File: config.mk
export PLATFORM = sky130hd
export DESIGN_NAME = cansf_top
export DESIGN_NICKNAME = d
export VERILOG_FILES = /design/src/verilog/cansf_pkg.sv /design/src/verilog/cansf_sync.sv /design/src/verilog/cansf_top.sv
export VERILOG_INCLUDE_DIRS = /design/src /design/src/verilog
export SDC_FILE = /design/constraint.sdc
export NUM_CORES = 1
export LEC_CHECK = 0
export BUFFER_PORTS_ARGS = -buffer_cell sky130_fd_sc_hd__buf_2
export CAP_MARGIN = 10
export CORE_MARGIN = 2
export CORE_UTILIZATION = 40
export DETAILED_ROUTE_END_ITERATION = 8
export PLACE_DENSITY_LB_ADDON = 0.08
export SYNTH_ARGS = -nofsm -noshare
export SYNTH_HDL_FRONTEND = slang
export SYNTH_SLANG_ARGS = --single-unit
File: constraint.sdc
create_clock -name clock_in -period 5.9 [get_ports clock_in]
set_clock_uncertainty 0.2 [all_clocks]
set_input_delay 0.59 -clock clock_in [delete_from_list [all_inputs] [get_ports clock_in]]
set_output_delay 0.59 -clock clock_in [all_outputs]
set_load 0.05 [all_outputs]
File: src/verilog/cansf_cfg.svh
/*
 Offsets, field positions, reset words and the APB address width of the CAN status block.
 Assumes inclusion by bare name from every file that needs the constants.
*/
// Functional notes
// Bit 0 shows initialization mode, hardware only
// Bit 1 shows sleep mode, hardware only
// Error event sets bit 2; one clears
// Start of frame in sleep sets wakeup flag
// Sleep entry sets bit 4; exit clears
// Bit 8 shows transmission in progress
// Bit 9 shows reception in progress
// Bit 10 holds last sampled receive value
// Bit 11 shows present receive pin level
// Main status resets to 0x0000_0c02
// Request done set on finish, cleared on request
// Success bit set on success, cleared on failure
// Arbitration lost sets per-mailbox bit
// Bus error failure sets mailbox 0 bit 3
// Abort bit set by software, cleared on removal
// Transmit status resets to 0x1c00_0000
// Mailbox 1 failure sets bit 11
// Software writes control bit 0 for initialization
// Zero writes keep flags; reserved bits read zero
`ifndef CANSF_CFG_SVH
`define CANSF_CFG_SVH

`define CANSF_AW          12
`define CANSF_OFS_MCTRL   12'h000
`define CANSF_OFS_MSTS    12'h004
`define CANSF_OFS_TXSTS   12'h008
`define CANSF_OFS_IMASK   12'h014

`define CANSF_MC_INIT     0
`define CANSF_MC_SLEEP    1
`define CANSF_MC_AWUP     5

`define CANSF_MS_INIT     0
`define CANSF_MS_SLEEP    1
`define CANSF_MS_ERR      2
`define CANSF_MS_WUP      3
`define CANSF_MS_SLP      4
`define CANSF_MS_TX       8
`define CANSF_MS_RX       9
`define CANSF_MS_LSAM     10
`define CANSF_MS_PIN      11

`define CANSF_TX_DONE     0
`define CANSF_TX_OK       1
`define CANSF_TX_ARB      2
`define CANSF_TX_FAIL     3
`define CANSF_TX_ABORT0   7
`define CANSF_TX_STRIDE   8
`define CANSF_TX_EMPTY0   26
`define CANSF_NMBX        2

`define CANSF_MCTRL_RST   32'h0001_0002
`define CANSF_MSTS_RST    32'h0000_0c02
`define CANSF_TXSTS_RST   32'h1c00_0000

`endif

File: src/verilog/cansf_pkg.sv
/*
 Types of the CAN status block: operating mode and the packed state record.
 Assumes the constants header is compiled alongside.
*/
package cansf_pkg;

    typedef enum logic [2:0] {
        CANSF_MODE_SLEEP  = 3'b001,
        CANSF_MODE_INIT   = 3'b010,
        CANSF_MODE_NORMAL = 3'b100
    } cansf_mode_t;

    typedef struct packed {
        logic [31:0] rdata;
        logic        ready;
        logic        slverr;
        logic        irq;
        logic        init_req;
        logic        sleep_req;
        logic        auto_wake;
        cansf_mode_t mode;
        logic        err_flag;
        logic        wake_flag;
        logic        sleep_flag;
        logic        tx_now;
        logic        rx_now;
        logic        last_sample;
        logic        pin_level;
        logic [1:0]  done;
        logic [1:0]  ok;
        logic [1:0]  arb;
        logic [1:0]  fail;
        logic        abort0;
        logic [1:0]  empty;
        logic [4:2]  mask;
    } cansf_state_t;

endpackage

File: src/verilog/cansf_sync.sv
/*
 Two-flop synchroniser for one level from outside the clock domain.
 Assumes the input may change at any time relative to clock_in.
*/
`timescale 1ns/1ps
module cansf_sync #(
    parameter logic RESET_VAL = 1'b1
) (
    // Clock and reset
    input  wire logic clock_in,
    input  wire logic reset_n_in,
    // Level
    input  wire logic level_in,
    output logic      level_out
);

    logic meta_q;
    logic sync_q;

    // First stage feeds only the second
    always_ff @(posedge clock_in or negedge reset_n_in) begin
        if (!reset_n_in) begin
            meta_q <= RESET_VAL;
            sync_q <= RESET_VAL;
        end else begin
            meta_q <= level_in;
            sync_q <= meta_q;
        end
    end

    assign level_out = sync_q;

endmodule

File: src/verilog/cansf_top.sv
/*
 CAN status block: mode state machine, main status and transmit mailbox status
 flags, interrupt mask, APB slave.
 Assumes the protocol engine on the same clock supplies event pulses and levels;
 the receive pin is asynchronous.
*/
// Added by the designer: the APB register port.
`timescale 1ns/1ps
`include "cansf_cfg.svh"
module cansf_top (
    // Clock and reset
    input  wire logic                    clock_in,
    input  wire logic                    reset_n_in,
    // APB slave
    input  wire logic                    psel_in,
    input  wire logic                    penable_in,
    input  wire logic                    pwrite_in,
    input  wire logic [`CANSF_AW-1:0]    paddr_in,
    input  wire logic [31:0]             pwdata_in,
    output logic      [31:0]             prdata_out,
    output logic                         pready_out,
    output logic                         pslverr_out,
    // Protocol engine status
    input  wire logic                    rx_pin_in,
    input  wire logic                    sample_strobe_in,
    input  wire logic                    bus_idle_in,
    input  wire logic                    tx_active_in,
    input  wire logic                    rx_active_in,
    input  wire logic                    error_event_in,
    // Mailbox events
    input  wire logic [`CANSF_NMBX-1:0]  mbx_request_in,
    input  wire logic [`CANSF_NMBX-1:0]  mbx_done_in,
    input  wire logic [`CANSF_NMBX-1:0]  mbx_tx_ok_in,
    input  wire logic [`CANSF_NMBX-1:0]  mbx_arb_lost_in,
    input  wire logic [`CANSF_NMBX-1:0]  mbx_tx_err_in,
    input  wire logic [`CANSF_NMBX-1:0]  mbx_pending_in,
    input  wire logic                    mbx0_removed_in,
    // Control outputs
    output logic                         init_mode_request_out,
    output logic                         sleep_mode_request_out,
    output logic                         auto_wakeup_out,
    output logic                         mbx0_abort_out,
    output logic                         irq_out
);

    localparam logic [31:0] MCTRL_RST = `CANSF_MCTRL_RST;
    localparam logic [31:0] MSTS_RST  = `CANSF_MSTS_RST;
    localparam logic [31:0] TXSTS_RST = `CANSF_TXSTS_RST;

    cansf_pkg::cansf_state_t st_q;
    cansf_pkg::cansf_state_t st_d;
    logic                    rx_sync;

    cansf_sync #(
        .RESET_VAL (1'b1)
    ) u_rx_sync (
        .clock_in   (clock_in),
        .reset_n_in (reset_n_in),
        .level_in   (rx_pin_in),
        .level_out  (rx_sync)
    );

    // Reset record built from the documented reset words
    function automatic cansf_pkg::cansf_state_t rst_state();
        cansf_pkg::cansf_state_t r;
        r             = '0;
        r.init_req    = MCTRL_RST[`CANSF_MC_INIT];
        r.sleep_req   = MCTRL_RST[`CANSF_MC_SLEEP];
        r.auto_wake   = MCTRL_RST[`CANSF_MC_AWUP];
        r.mode        = MSTS_RST[`CANSF_MS_SLEEP] ? cansf_pkg::CANSF_MODE_SLEEP
                                                  : cansf_pkg::CANSF_MODE_NORMAL;
        r.last_sample = MSTS_RST[`CANSF_MS_LSAM];
        r.pin_level   = MSTS_RST[`CANSF_MS_PIN];
        r.empty       = TXSTS_RST[`CANSF_TX_EMPTY0 +: 2];
        return r;
    endfunction

    // Set wins over any clear
    function automatic logic flag_next(input logic cur, input logic set, input logic clr);
        return set | (cur & ~clr);
    endfunction

    function automatic logic [31:0] msts_word(input cansf_pkg::cansf_state_t s);
        logic [31:0] w;
        w                  = 32'h0000_0000;
        w[`CANSF_MS_INIT]  = (s.mode == cansf_pkg::CANSF_MODE_INIT);
        w[`CANSF_MS_SLEEP] = (s.mode == cansf_pkg::CANSF_MODE_SLEEP);
        w[`CANSF_MS_ERR]   = s.err_flag;
        w[`CANSF_MS_WUP]   = s.wake_flag;
        w[`CANSF_MS_SLP]   = s.sleep_flag;
        w[`CANSF_MS_TX]    = s.tx_now;
        w[`CANSF_MS_RX]    = s.rx_now;
        w[`CANSF_MS_LSAM]  = s.last_sample;
        w[`CANSF_MS_PIN]   = s.pin_level;
        return w;
    endfunction

    function automatic logic [31:0] txsts_word(input cansf_pkg::cansf_state_t s);
        logic [31:0] w;
        w = 32'h0000_0000;
        for (int m = 0; m < `CANSF_NMBX; m++) begin
            w[m*`CANSF_TX_STRIDE + `CANSF_TX_DONE] = s.done[m];
            w[m*`CANSF_TX_STRIDE + `CANSF_TX_OK]   = s.ok[m];
            w[m*`CANSF_TX_STRIDE + `CANSF_TX_ARB]  = s.arb[m];
            w[m*`CANSF_TX_STRIDE + `CANSF_TX_FAIL] = s.fail[m];
            w[`CANSF_TX_EMPTY0 + m]                = s.empty[m];
        end
        w[`CANSF_TX_ABORT0]       = s.abort0;
        // Third mailbox lives elsewhere; its empty bit stays set here
        w[`CANSF_TX_EMPTY0 + 2]   = TXSTS_RST[`CANSF_TX_EMPTY0 + 2];
        return w;
    endfunction

    function automatic logic addr_mapped(input logic [`CANSF_AW-1:0] a);
        return (a == `CANSF_OFS_MCTRL) || (a == `CANSF_OFS_MSTS) ||
               (a == `CANSF_OFS_TXSTS) || (a == `CANSF_OFS_IMASK);
    endfunction

    function automatic logic [31:0] rd_word(input logic [`CANSF_AW-1:0] a,
                                            input cansf_pkg::cansf_state_t s);
        logic [31:0] w;
        w = 32'h0000_0000;
        case (a)
            `CANSF_OFS_MCTRL: begin
                w[`CANSF_MC_INIT]  = s.init_req;
                w[`CANSF_MC_SLEEP] = s.sleep_req;
                w[`CANSF_MC_AWUP]  = s.auto_wake;
            end
            `CANSF_OFS_MSTS: begin
                w = msts_word(s);
            end
            `CANSF_OFS_TXSTS: begin
                w = txsts_word(s);
            end
            `CANSF_OFS_IMASK: begin
                w[`CANSF_MS_SLP:`CANSF_MS_ERR] = s.mask;
            end
            default: begin
                w = 32'h0000_0000;
            end
        endcase
        return w;
    endfunction

    logic setup;
    logic wr;
    logic wr_mctrl;
    logic wr_msts;
    logic wr_txsts;
    logic wr_imask;
    logic sof;

    // Read data is captured in the setup cycle, no wait state
    assign setup    = psel_in && !penable_in;
    assign wr       = psel_in && penable_in && pwrite_in && st_q.ready;
    assign wr_mctrl = wr && (paddr_in == `CANSF_OFS_MCTRL);
    assign wr_msts  = wr && (paddr_in == `CANSF_OFS_MSTS);
    assign wr_txsts = wr && (paddr_in == `CANSF_OFS_TXSTS);
    assign wr_imask = wr && (paddr_in == `CANSF_OFS_IMASK);
    // Recessive to dominant edge on the synchronised line
    assign sof      = (st_q.mode == cansf_pkg::CANSF_MODE_SLEEP) && st_q.pin_level && !rx_sync;

    always_comb begin
        st_d        = st_q;
        st_d.ready  = setup;
        st_d.slverr = setup && !addr_mapped(paddr_in);
        st_d.rdata  = setup ? rd_word(paddr_in, st_q) : 32'h0000_0000;

        if (wr_mctrl) begin
            st_d.init_req  = pwdata_in[`CANSF_MC_INIT];
            st_d.sleep_req = pwdata_in[`CANSF_MC_SLEEP];
            st_d.auto_wake = pwdata_in[`CANSF_MC_AWUP];
        end
        // Hardware wakeup drops the sleep request
        if (sof && st_q.auto_wake) begin
            st_d.sleep_req = 1'b0;
        end
        if (wr_imask) begin
            st_d.mask = pwdata_in[`CANSF_MS_SLP:`CANSF_MS_ERR];
        end

        case (st_q.mode)
            cansf_pkg::CANSF_MODE_SLEEP: begin
                if (st_q.init_req) begin
                    st_d.mode = cansf_pkg::CANSF_MODE_INIT;
                end else if (!st_q.sleep_req) begin
                    st_d.mode = cansf_pkg::CANSF_MODE_NORMAL;
                end
            end
            cansf_pkg::CANSF_MODE_INIT: begin
                if (st_q.init_req) begin
                    st_d.mode = cansf_pkg::CANSF_MODE_INIT;
                end else if (st_q.sleep_req) begin
                    st_d.mode = cansf_pkg::CANSF_MODE_SLEEP;
                end else if (bus_idle_in) begin
                    // Join the bus only once it is seen idle
                    st_d.mode = cansf_pkg::CANSF_MODE_NORMAL;
                end
            end
            cansf_pkg::CANSF_MODE_NORMAL: begin
                if (st_q.init_req) begin
                    st_d.mode = cansf_pkg::CANSF_MODE_INIT;
                end else if (st_q.sleep_req && !st_q.tx_now && !st_q.rx_now) begin
                    // Sleep waits for the current frame to end
                    st_d.mode = cansf_pkg::CANSF_MODE_SLEEP;
                end
            end
            default: begin
                st_d.mode = cansf_pkg::CANSF_MODE_SLEEP;
            end
        endcase

        st_d.err_flag  = flag_next(st_q.err_flag, error_event_in,
                                   wr_msts && pwdata_in[`CANSF_MS_ERR]);
        st_d.wake_flag = flag_next(st_q.wake_flag, sof,
                                   wr_msts && pwdata_in[`CANSF_MS_WUP]);
        st_d.sleep_flag = flag_next(st_q.sleep_flag,
                                    (st_d.mode == cansf_pkg::CANSF_MODE_SLEEP) &&
                                    (st_q.mode != cansf_pkg::CANSF_MODE_SLEEP),
                                    (wr_msts && pwdata_in[`CANSF_MS_SLP]) ||
                                    (st_d.mode != cansf_pkg::CANSF_MODE_SLEEP));

        st_d.tx_now    = tx_active_in;
        st_d.rx_now    = rx_active_in;
        st_d.pin_level = rx_sync;
        if (sample_strobe_in) begin
            st_d.last_sample = rx_sync;
        end

        for (int m = 0; m < `CANSF_NMBX; m++) begin
            st_d.done[m] = flag_next(st_q.done[m], mbx_done_in[m], mbx_request_in[m] ||
                           (wr_txsts && pwdata_in[m*`CANSF_TX_STRIDE + `CANSF_TX_DONE]));
            st_d.ok[m]   = flag_next(st_q.ok[m], mbx_tx_ok_in[m],
                           mbx_arb_lost_in[m] || mbx_tx_err_in[m] ||
                           (wr_txsts && pwdata_in[m*`CANSF_TX_STRIDE + `CANSF_TX_OK]));
            st_d.arb[m]  = flag_next(st_q.arb[m], mbx_arb_lost_in[m],
                           wr_txsts && pwdata_in[m*`CANSF_TX_STRIDE + `CANSF_TX_ARB]);
            st_d.fail[m] = flag_next(st_q.fail[m], mbx_tx_err_in[m],
                           wr_txsts && pwdata_in[m*`CANSF_TX_STRIDE + `CANSF_TX_FAIL]);
            st_d.empty[m] = !mbx_pending_in[m];
        end

        // Abort only takes hold while a message waits
        if (!mbx_pending_in[0] || mbx0_removed_in) begin
            st_d.abort0 = 1'b0;
        end else if (wr_txsts && pwdata_in[`CANSF_TX_ABORT0]) begin
            st_d.abort0 = 1'b1;
        end

        st_d.irq = |({st_d.sleep_flag, st_d.wake_flag, st_d.err_flag} & st_d.mask);
    end

    always_ff @(posedge clock_in or negedge reset_n_in) begin
        if (!reset_n_in) begin
            st_q <= rst_state();
        end else begin
            st_q <= st_d;
        end
    end

    assign prdata_out             = st_q.rdata;
    assign pready_out             = st_q.ready;
    assign pslverr_out            = st_q.slverr;
    assign init_mode_request_out  = st_q.init_req;
    assign sleep_mode_request_out = st_q.sleep_req;
    assign auto_wakeup_out        = st_q.auto_wake;
    assign mbx0_abort_out         = st_q.abort0;
    assign irq_out                = st_q.irq;
endmodule

; ---- After elaboration in Yosys (flattened, before gate mapping)
; Index checks and enable logic that the tools add are counted.
[totals]
output_inout_bits = 39
register_bits = 64
elab_cells = 134
[op_classes]
n_mux = 18
bitwise_logic = 34
eq_ne = 9
reduce_logical = 49
[op_table]
columns = cell, count
row1 = one-hot mux 23 bit (2 select lines), 1
row2 = 2-to-1 mux 32 bit, 1
row3 = logical AND 1 bit, 27
row4 = 2-to-1 mux 3 bit, 8
row5 = one-hot mux 3 bit (3 select lines), 2
row6 = == test 12 x 3 -> 1 bit (second input constant), 1
row7 = == test 12 x 4 -> 1 bit (second input constant), 1
row8 = == test 12 x 5 -> 1 bit (second input constant), 1
row9 = logical NOT 12 bit, 1
row10 = AND 1 bit, 11
row11 = logical OR 1 bit, 11
row12 = NOT 1 bit, 11
row13 = bitwise OR 1 bit, 11
row14 = logical NOT 1 bit, 7
row15 = == test 3 x 1 -> 1 bit (second input constant), 2
row16 = != test 3 x 1 -> 1 bit (second input constant), 2
row17 = one-hot mux 2 bit (3 select lines), 1
row18 = 2-to-1 mux 1 bit, 4
row19 = nonzero test 2 bit, 2
row20 = AND 3 bit, 1
row21 = == test 3 x 2 -> 1 bit (second input constant), 1
row22 = == test 3 bit (second input constant), 1
row23 = OR reduction 3 bit, 1
row24 = 2-to-1 mux 2 bit, 1

; ---- Depth between registers and ports, before layout
; Gate-level depths: netlist of the first run.
[depth]
word_depth = 13
depth_mapped = 7
mapped_depth_nobuf = 5

; ---- By module
; A second synthesis of the first run with hierarchy kept.
[unflattened]
hier_cells = 210
hier_area_um2 = 2235.9
[by_module_without_submodules]
columns = mod, cells_per_inst, n_inst, area_per_inst_um2, seq_area_each_um2
row1 = cansf_top, 208, 1, 2183.3, 1108.6
row2 = cansf_sync, 2, 1, 52.6, 52.6

; ---- Worst setup path after synthesis of the first run
; No wires, ideal clock.
[synth_path]
kind = input to register
start = input paddr_in[3]
end = register st_q (netlist bit irq_out)
setup_slack_ns = 3.642
n_path_buf = 2
cell_stages = 7
arrival_ns = 1.925
cell_sequence = buf_6 nor4b_4 nand3_2 or3_1 buf_6 o21ai_0 o221ai_2
[synth_rtl]
columns = item, line_no
row1 = start: declaration, cansf_top.sv:18  ; input wire logic [`CANSF_AW-1:0] paddr_in,
row2 = end signal: assignment, cansf_top.sv:255  ; st_q <= rst_state();
row3 = end signal: assignment, cansf_top.sv:257  ; st_q <= st_d;
row4 = end: declaration, cansf_top.sv:50  ; cansf_pkg::cansf_state_t st_q;

==> flow_summary_export.csv, run 1 <==
group,metric,value,unit
clocking,cts_hold_buffers,0,
pwr,p_leak,1.27,nW
finish,layout-drive-gt1-share,36.2,%
detailed_routing,drc,0,
yosys,synth_largest_area_cell,"dfrtp_1",
yosys,synth-xor-area-share,0.384,%
yosys,synth_area,0.00228,mm2
pwr,power_per_cell_area,273,mW/mm2
placed_design,dp.cells,335,
timing,worst_slew_pin_slew,0.629,ns
timing,setup_viol,0,
setup_path,start_kind,"primary input",
yosys,seq_area_frac_synth,50.9,%
detailed_routing,antenna_left,0,
placed_design,routabilityCongestion,0.753,
setup_path,criticalPathCategory,"primary input to register",
detailed_routing,drtIter0Drc,87,
floorplan,die_w,79.5,um
global_route,grt_pass1_wl,7360,um
detailed_routing,vias,1607,
yosys,ys_seq_elements,46,
timing,fin_setup_tns,0,ns
flow_run,drv_cap,0,
floorplan,die_area,0.00632,mm2
setup_path,required,5.89,ns
pwr,swShare,28.6,%
finish,area_growth,14.4,%
setup_path,path_max_fanout,9,
finish,final_cell_mix,"buf_2 (67), dfrtp_1 (38), nor2_1 (22), conb_1 (18), nand2_1 (15)",
finish,final_area,0.00261,mm2
finish,instances_no_fill,343,
clocking,cts_root_buffer,"clkbuf_8",
clocking,clk_pin_slew,0.08,ns
placed_design,place_area,0.00250,mm2
floorplan,core_region_area,0.00551,mm2
setup_path,crit_arrival,2.39,ns
finish,num-nets-final,338,
pwr,pwr-share-comb,18.1,%
timing,final.min_clock_period,2.40,ns
global_route,track_usage,15.1,%
placed_design,pre_cts_slack,3.14,ns
timing,hold_ws,0.159,ns
yosys,synth.distinct_cells,43,
yosys,synth_adder_area_share,0,%
yosys,synth_simple_gate_area_share,17.2,%
detailed_routing,first_pass_iters,4,
detailed_routing,routed_wl,4490,um
pwr,seqPwrFrac,49.8,%
clocking,cts_made_buffers,5,
pwr,pwr-share-clk,32.1,%
yosys,synth_top_family_by_area,"simple AND/OR/NAND/NOR gates",
floorplan,die_y,79.5,um
timing,rsz0062_at_grt,"false",
floorplan,boundaryPins,107,
finish,mostFrequentLayoutCell,"buf_2",
run_status,outcome,"finished, final reports clean",
yosys,avgSynthCellArea,10.7,um2
timing,timing.final.crit_share,40.7,%
clocking,clkLatencyLatePin,0.29,ns
yosys,synth_area_leaders,"dfrtp_1 (42%), buf_4 (11%), dfstp_2 (9.2%)",
clocking,postCtsSetupBuffers,0,
placed_design,dp_hpwl,3390,um
timing,slew_violations,0,
global_route,grt-ovfl-total,0,
finish,diodes,0,
timing,max_slew_margin,57.8,%
pwr,power.internal,509,uW
yosys,synth_compound_area_share,11.1,%
timing,fin_ws,3.50,ns
detailed_routing,wire_per_inst,13.1,um
clocking,htree_levels,2,
finish,fin_util,47.4,%
global_route,grt_max_degree,47,
global_route,grt_pass1_vias,1491,
global_route,antenna_found_initial,0,
pwr,peakVddDrop,0.126,mV
yosys,synth.area.mux_share,5.70,%
pwr,p_total,712,uW
yosys,synth_top_area_share,41.7,%
yosys,syn_inst,214,
floorplan,initial_core_util,41.4,%
clocking,clock-sinks,46,
placed_design,port_buffers,67,
timing,hold_viol,0,
timing,fmax,417,MHz
clocking,cts-resized-gates,0,
clocking,cts_tree,"done",
clocking,clockBufferDepth,2,
worst_hold_path,hp-class,"register to register",
detailed_routing,vias_per_cell,4.69,
setup_path,cp-end-kind,"register",
pwr,power_switching,204,uW
yosys,yosysWarnings,0,
floorplan,row_count,27,
area by class of cell:
cell class,count,area [um2]
Timing Repair Buffer,68,343
Clock inverter,2,37.5
Fill cell,561,2900
Multi-Input combinational cell,135,853
Clock buffer,6,72.6
Sequential cell,46,1160
Tap cell,72,90.1
Inverter,14,52.6
path summary, 6_finish.rpt:
path                                   startpoint                  end  slack [ns]  cells after the start
max in group asynchronous              reset_n_in          pslverr_out        4.93                      2
max reg2reg                sleep_mode_request_out              irq_out        3.75                      5
min                              u_rx_sync.meta_q  u_rx_sync.level_out        0.16                      0
min in group asynchronous              reset_n_in              st_q[0]        0.17                      2
max                                   paddr_in[7]             st_q[13]        3.50                      6
min reg2reg                      u_rx_sync.meta_q  u_rx_sync.level_out        0.16                      0
state kept, by name, indices dropped and copies added, names as in the netlist:
signal	count
auto_wakeup_out	1
init_mode_request_out	1
irq_out	1
mbx0_abort_out	1
prdata_out	14
pready_out	1
pslverr_out	1
sleep_mode_request_out	1
st_q	23
u_rx_sync.level_out	1
u_rx_sync.meta_q	1
cell families (layout without fill, tap and decap cells):
logic type / after synthesis / in the layout
mux: 11 / 11
flops: 46 / 46
xor+xnor: 1 / 1
buf+inv: 50 / 90
other cells: 1 / 18
compound gates: 36 / 36
simple gates: 69 / 69
layer usage:
metal / global-route usage, % / vias up / part of all wire, %
met5: 0 / - / 0
met4: 5.52 / 0 / 0.91
li1: - / 795 / -
met3: 3.39 / 4 / 6.1
met2: 22.6 / 55 / 45
met1: 21.5 / 753 / 48
power by group through the flow:
stage                     Clock [mW]  Combinational, mW  Sequential (mW)
final                          0.229              0.129            0.355
after global routing           0.250              0.143            0.357
after CTS                      0.241              0.130            0.354
after detailed placement           0              0.130            0.360
after global placement             0              0.129            0.362
after floorplan                    0             0.0982            0.359
cells in the mapped netlist, drive strengths merged:
| library cell | instances |
|---|---|
| nor4 | 3 |
| and4 | 2 |
| a31o | 4 |
| buf | 35 |
| o21ai | 5 |
| xnor2 | 1 |
| a221oi | 1 |
| and2 | 4 |
| o311ai | 1 |
| nor2b | 2 |
| a21o | 7 |
| nand3b | 1 |
| mux2i | 8 |
| a41oi | 1 |
| and3b | 1 |
| or4 | 1 |
| nor4b | 1 |
| clkbuf | 1 |
| o221ai | 1 |
| nand4 | 3 |
| nor3b | 2 |
| dfrtp | 38 |
| nor3 | 7 |
| nand2b | 1 |
| o32ai | 1 |
| inv | 14 |
| nand2 | 15 |
| or3 | 1 |
| nor2 | 22 |
| nand3 | 2 |
| and3 | 1 |
| o22a | 1 |
| dfstp | 8 |
| conb | 1 |
| mux2 | 3 |
| a22oi | 5 |
| a21oi | 9 |
critical path: stages:
cell and delay (ns):
buf_2 0.11, nor4_4 0.34, nand3_1 0.36, nor3_2 0.59, nand2_1 0.14, a31o_2 0.26
(Power assumes the default switching activity.)
==> inputs of run 2 (changes only) <==
==> constraint.sdc (replaced) <==
create_clock -name clock_in -period 1.9 [get_ports clock_in]
set_clock_uncertainty 0.2 [all_clocks]
set_input_delay 0.19 -clock clock_in [delete_from_list [all_inputs] [get_ports clock_in]]
set_output_delay 0.19 -clock clock_in [all_outputs]
set_load 0.05 [all_outputs]
==> flow_summary_export.csv, run 2 (synthesis gave the netlist of run 1 again) <==
group,metric,value,unit
run_status,outcome,"finished, final reports clean",
clocking,cts_root_buffer,"clkbuf_8",
pwr,swShare,30.7,%
global_route,grt_pass1_wl,8170,um
timing,hold_viol,0,
pwr,p_leak,1.48,nW
detailed_routing,routed_wl,5030,um
setup_path,required,1.92,ns
setup_path,criticalPathCategory,"register to register",
clocking,clockBufferDepth,2,
placed_design,port_buffers,67,
detailed_routing,antenna_left,0,
pwr,power.internal,1.55,mW
finish,num-nets-final,383,
clocking,cts_made_buffers,5,
timing,fin_ws,0.0198,ns
global_route,grt_pass1_vias,1745,
detailed_routing,vias,1798,
floorplan,initial_core_util,41.4,%
worst_hold_path,hp-class,"primary input to register",
clocking,clk_pin_slew,0.09,ns
setup_path,crit_arrival,1.90,ns
detailed_routing,drc,0,
timing,setup_viol,0,
finish,fillCellCount,519,
finish,diodes,0,
clocking,cts_tree,"done",
timing,rsz0062_at_grt,"true",
clocking,postCtsSetupBuffers,0,
floorplan,die_area,0.00632,mm2
finish,area_growth,32.8,%
clocking,clock-sinks,46,
finish,multi_input_area,868,um2
pwr,peakVddDrop,0.390,mV
detailed_routing,vias_per_cell,4.63,
pwr,power_switching,686,uW
pwr,pwr-share-comb,25.0,%
setup_path,path_max_fanout,2,
placed_design,routabilityCongestion,0.789,
finish,seq_area,0.00117,mm2
setup_path,rr_worst_depth,5,
timing,fmax,532,MHz
clocking,htree_levels,2,
floorplan,core_region_area,0.00551,mm2
timing,timing.final.crit_share,99.0,%
placed_design,pre_cts_slack,-0.0543,ns
global_route,grt_max_degree,47,
finish,largest_reg_flops,23,
floorplan,row_count,27,
pwr,seqPwrFrac,48.3,%
detailed_routing,first_pass_iters,4,
timing,final.min_clock_period,1.88,ns
detailed_routing,wire_per_inst,13.0,um
finish,layout-drive-gt1-share,38.9,%
finish,largest-register,"st_q",
finish,final_cell_mix,"buf_2 (67), dfrtp_1 (36), dlygate4sd3_1 (27), nor2_1 (22)",
detailed_routing,drtIter0Drc,54,
pwr,pwr-share-clk,26.6,%
floorplan,die_y,79.5,um
setup_path,cp-end-kind,"register",
global_route,track_usage,16.9,%
clocking,clkLatencyLatePin,0.29,ns
worst_hold_path,hold_path_depth,3,
timing,slew_violations,0,
floorplan,boundaryPins,107,
global_route,antenna_found_initial,0,
finish,mostFrequentLayoutCell,"buf_2",
setup_path,start_kind,"register",
flow_run,drv_cap,0,
floorplan,die_w,79.5,um
pwr,p_total,2.23,mW
placed_design,dp_hpwl,3570,um
global_route,grt-ovfl-total,0,
pwr,power_per_cell_area,737,mW/mm2
run 2: changes by cell type in the layout (fill, tap and decap cells not counted), moves of 2 or more:
cell	before	now
dlygate4sd3_1	0	27
buf_4	1	18
dfrtp_2	0	2
dfrtp_1	38	36
run 2: final cells by class:
| class | count | share of cell area, % |
|---|---|---|
| Clock inverter | 3 | 0.702 |
| Inverter | 14 | 1.73 |
| Sequential cell | 46 | 38.5 |
| Tap cell | 72 | 2.97 |
| Multi-Input combinational cell | 135 | 28.7 |
| Timing Repair Buffer | 113 | 25.1 |
| Clock buffer | 5 | 2.27 |
run 2: per-stage QoR:
step	std cells	instance area (um2)	hold slack, ns	TNS, ns	util, %
after floorplan	231	2360	-0.306	-0.0261	-
after global placement	353	2660	-0.00898	-0.0349	48.4
after detailed placement	353	2660	-0.0101	-0.124	48.4
after CTS	388	3030	0.000930	0	55.0
after global routing	388	3030	0.0136	-0.0313	55.0
final	388	3030	0.00651	0	55.0
run 2: worst paths after layout:
path | start | end | slack [ns]
worst min register to register | u_rx_sync.meta_q | u_rx_sync.level_out | 0.16
worst max register to register | sleep_mode_request_out | irq_out | 0.02
worst min-delay path | pwdata_in[9] | st_q[11] | 0.007
worst max-delay path | sleep_mode_request_out | irq_out | 0.02
max in group asynchronous | reset_n_in | st_q[4] | 1.03
min in group asynchronous | reset_n_in | prdata_out[0] | 0.19
run 2: worst max-delay path, stage by stage (launching register included):
cell      delay [ns]
dfstp_4         0.63
inv_2           0.04
or4_4           0.42
a221oi_2        0.24
nand2_1         0.12
o221ai_2        0.17
run 2: power groups by stage:
stage,clock [mW],sequential [mW],combinational [mW]
2_1_floorplan,0,1.11,0.318
3_3_place_gp,0,1.09,0.509
3_5_place_dp,0,1.10,0.511
4_1_cts,0.616,1.08,0.561
5_1_grt,0.672,1.08,0.615
6_report,0.595,1.08,0.559
run 2: timing repair:
item | in CTS | in global routing
endpoints found under the hold margin | 67 | 0
pin swaps | 0 | 2
endpoints found under the setup margin | 1 | 1
resized for setup | 1 | 0
hold buffers | 27 | 0
run 2: per-layer routing:
layer / wire length, um / vias to the layer above / track usage [%]
met2: 2450 / 67 / 27.9
met5: 0 / - / 0
li1: - / 885 / -
met1: 2250 / 844 / 22.7
met3: 309 / 2 / 3.73
met4: 23 / 0 / 3.62
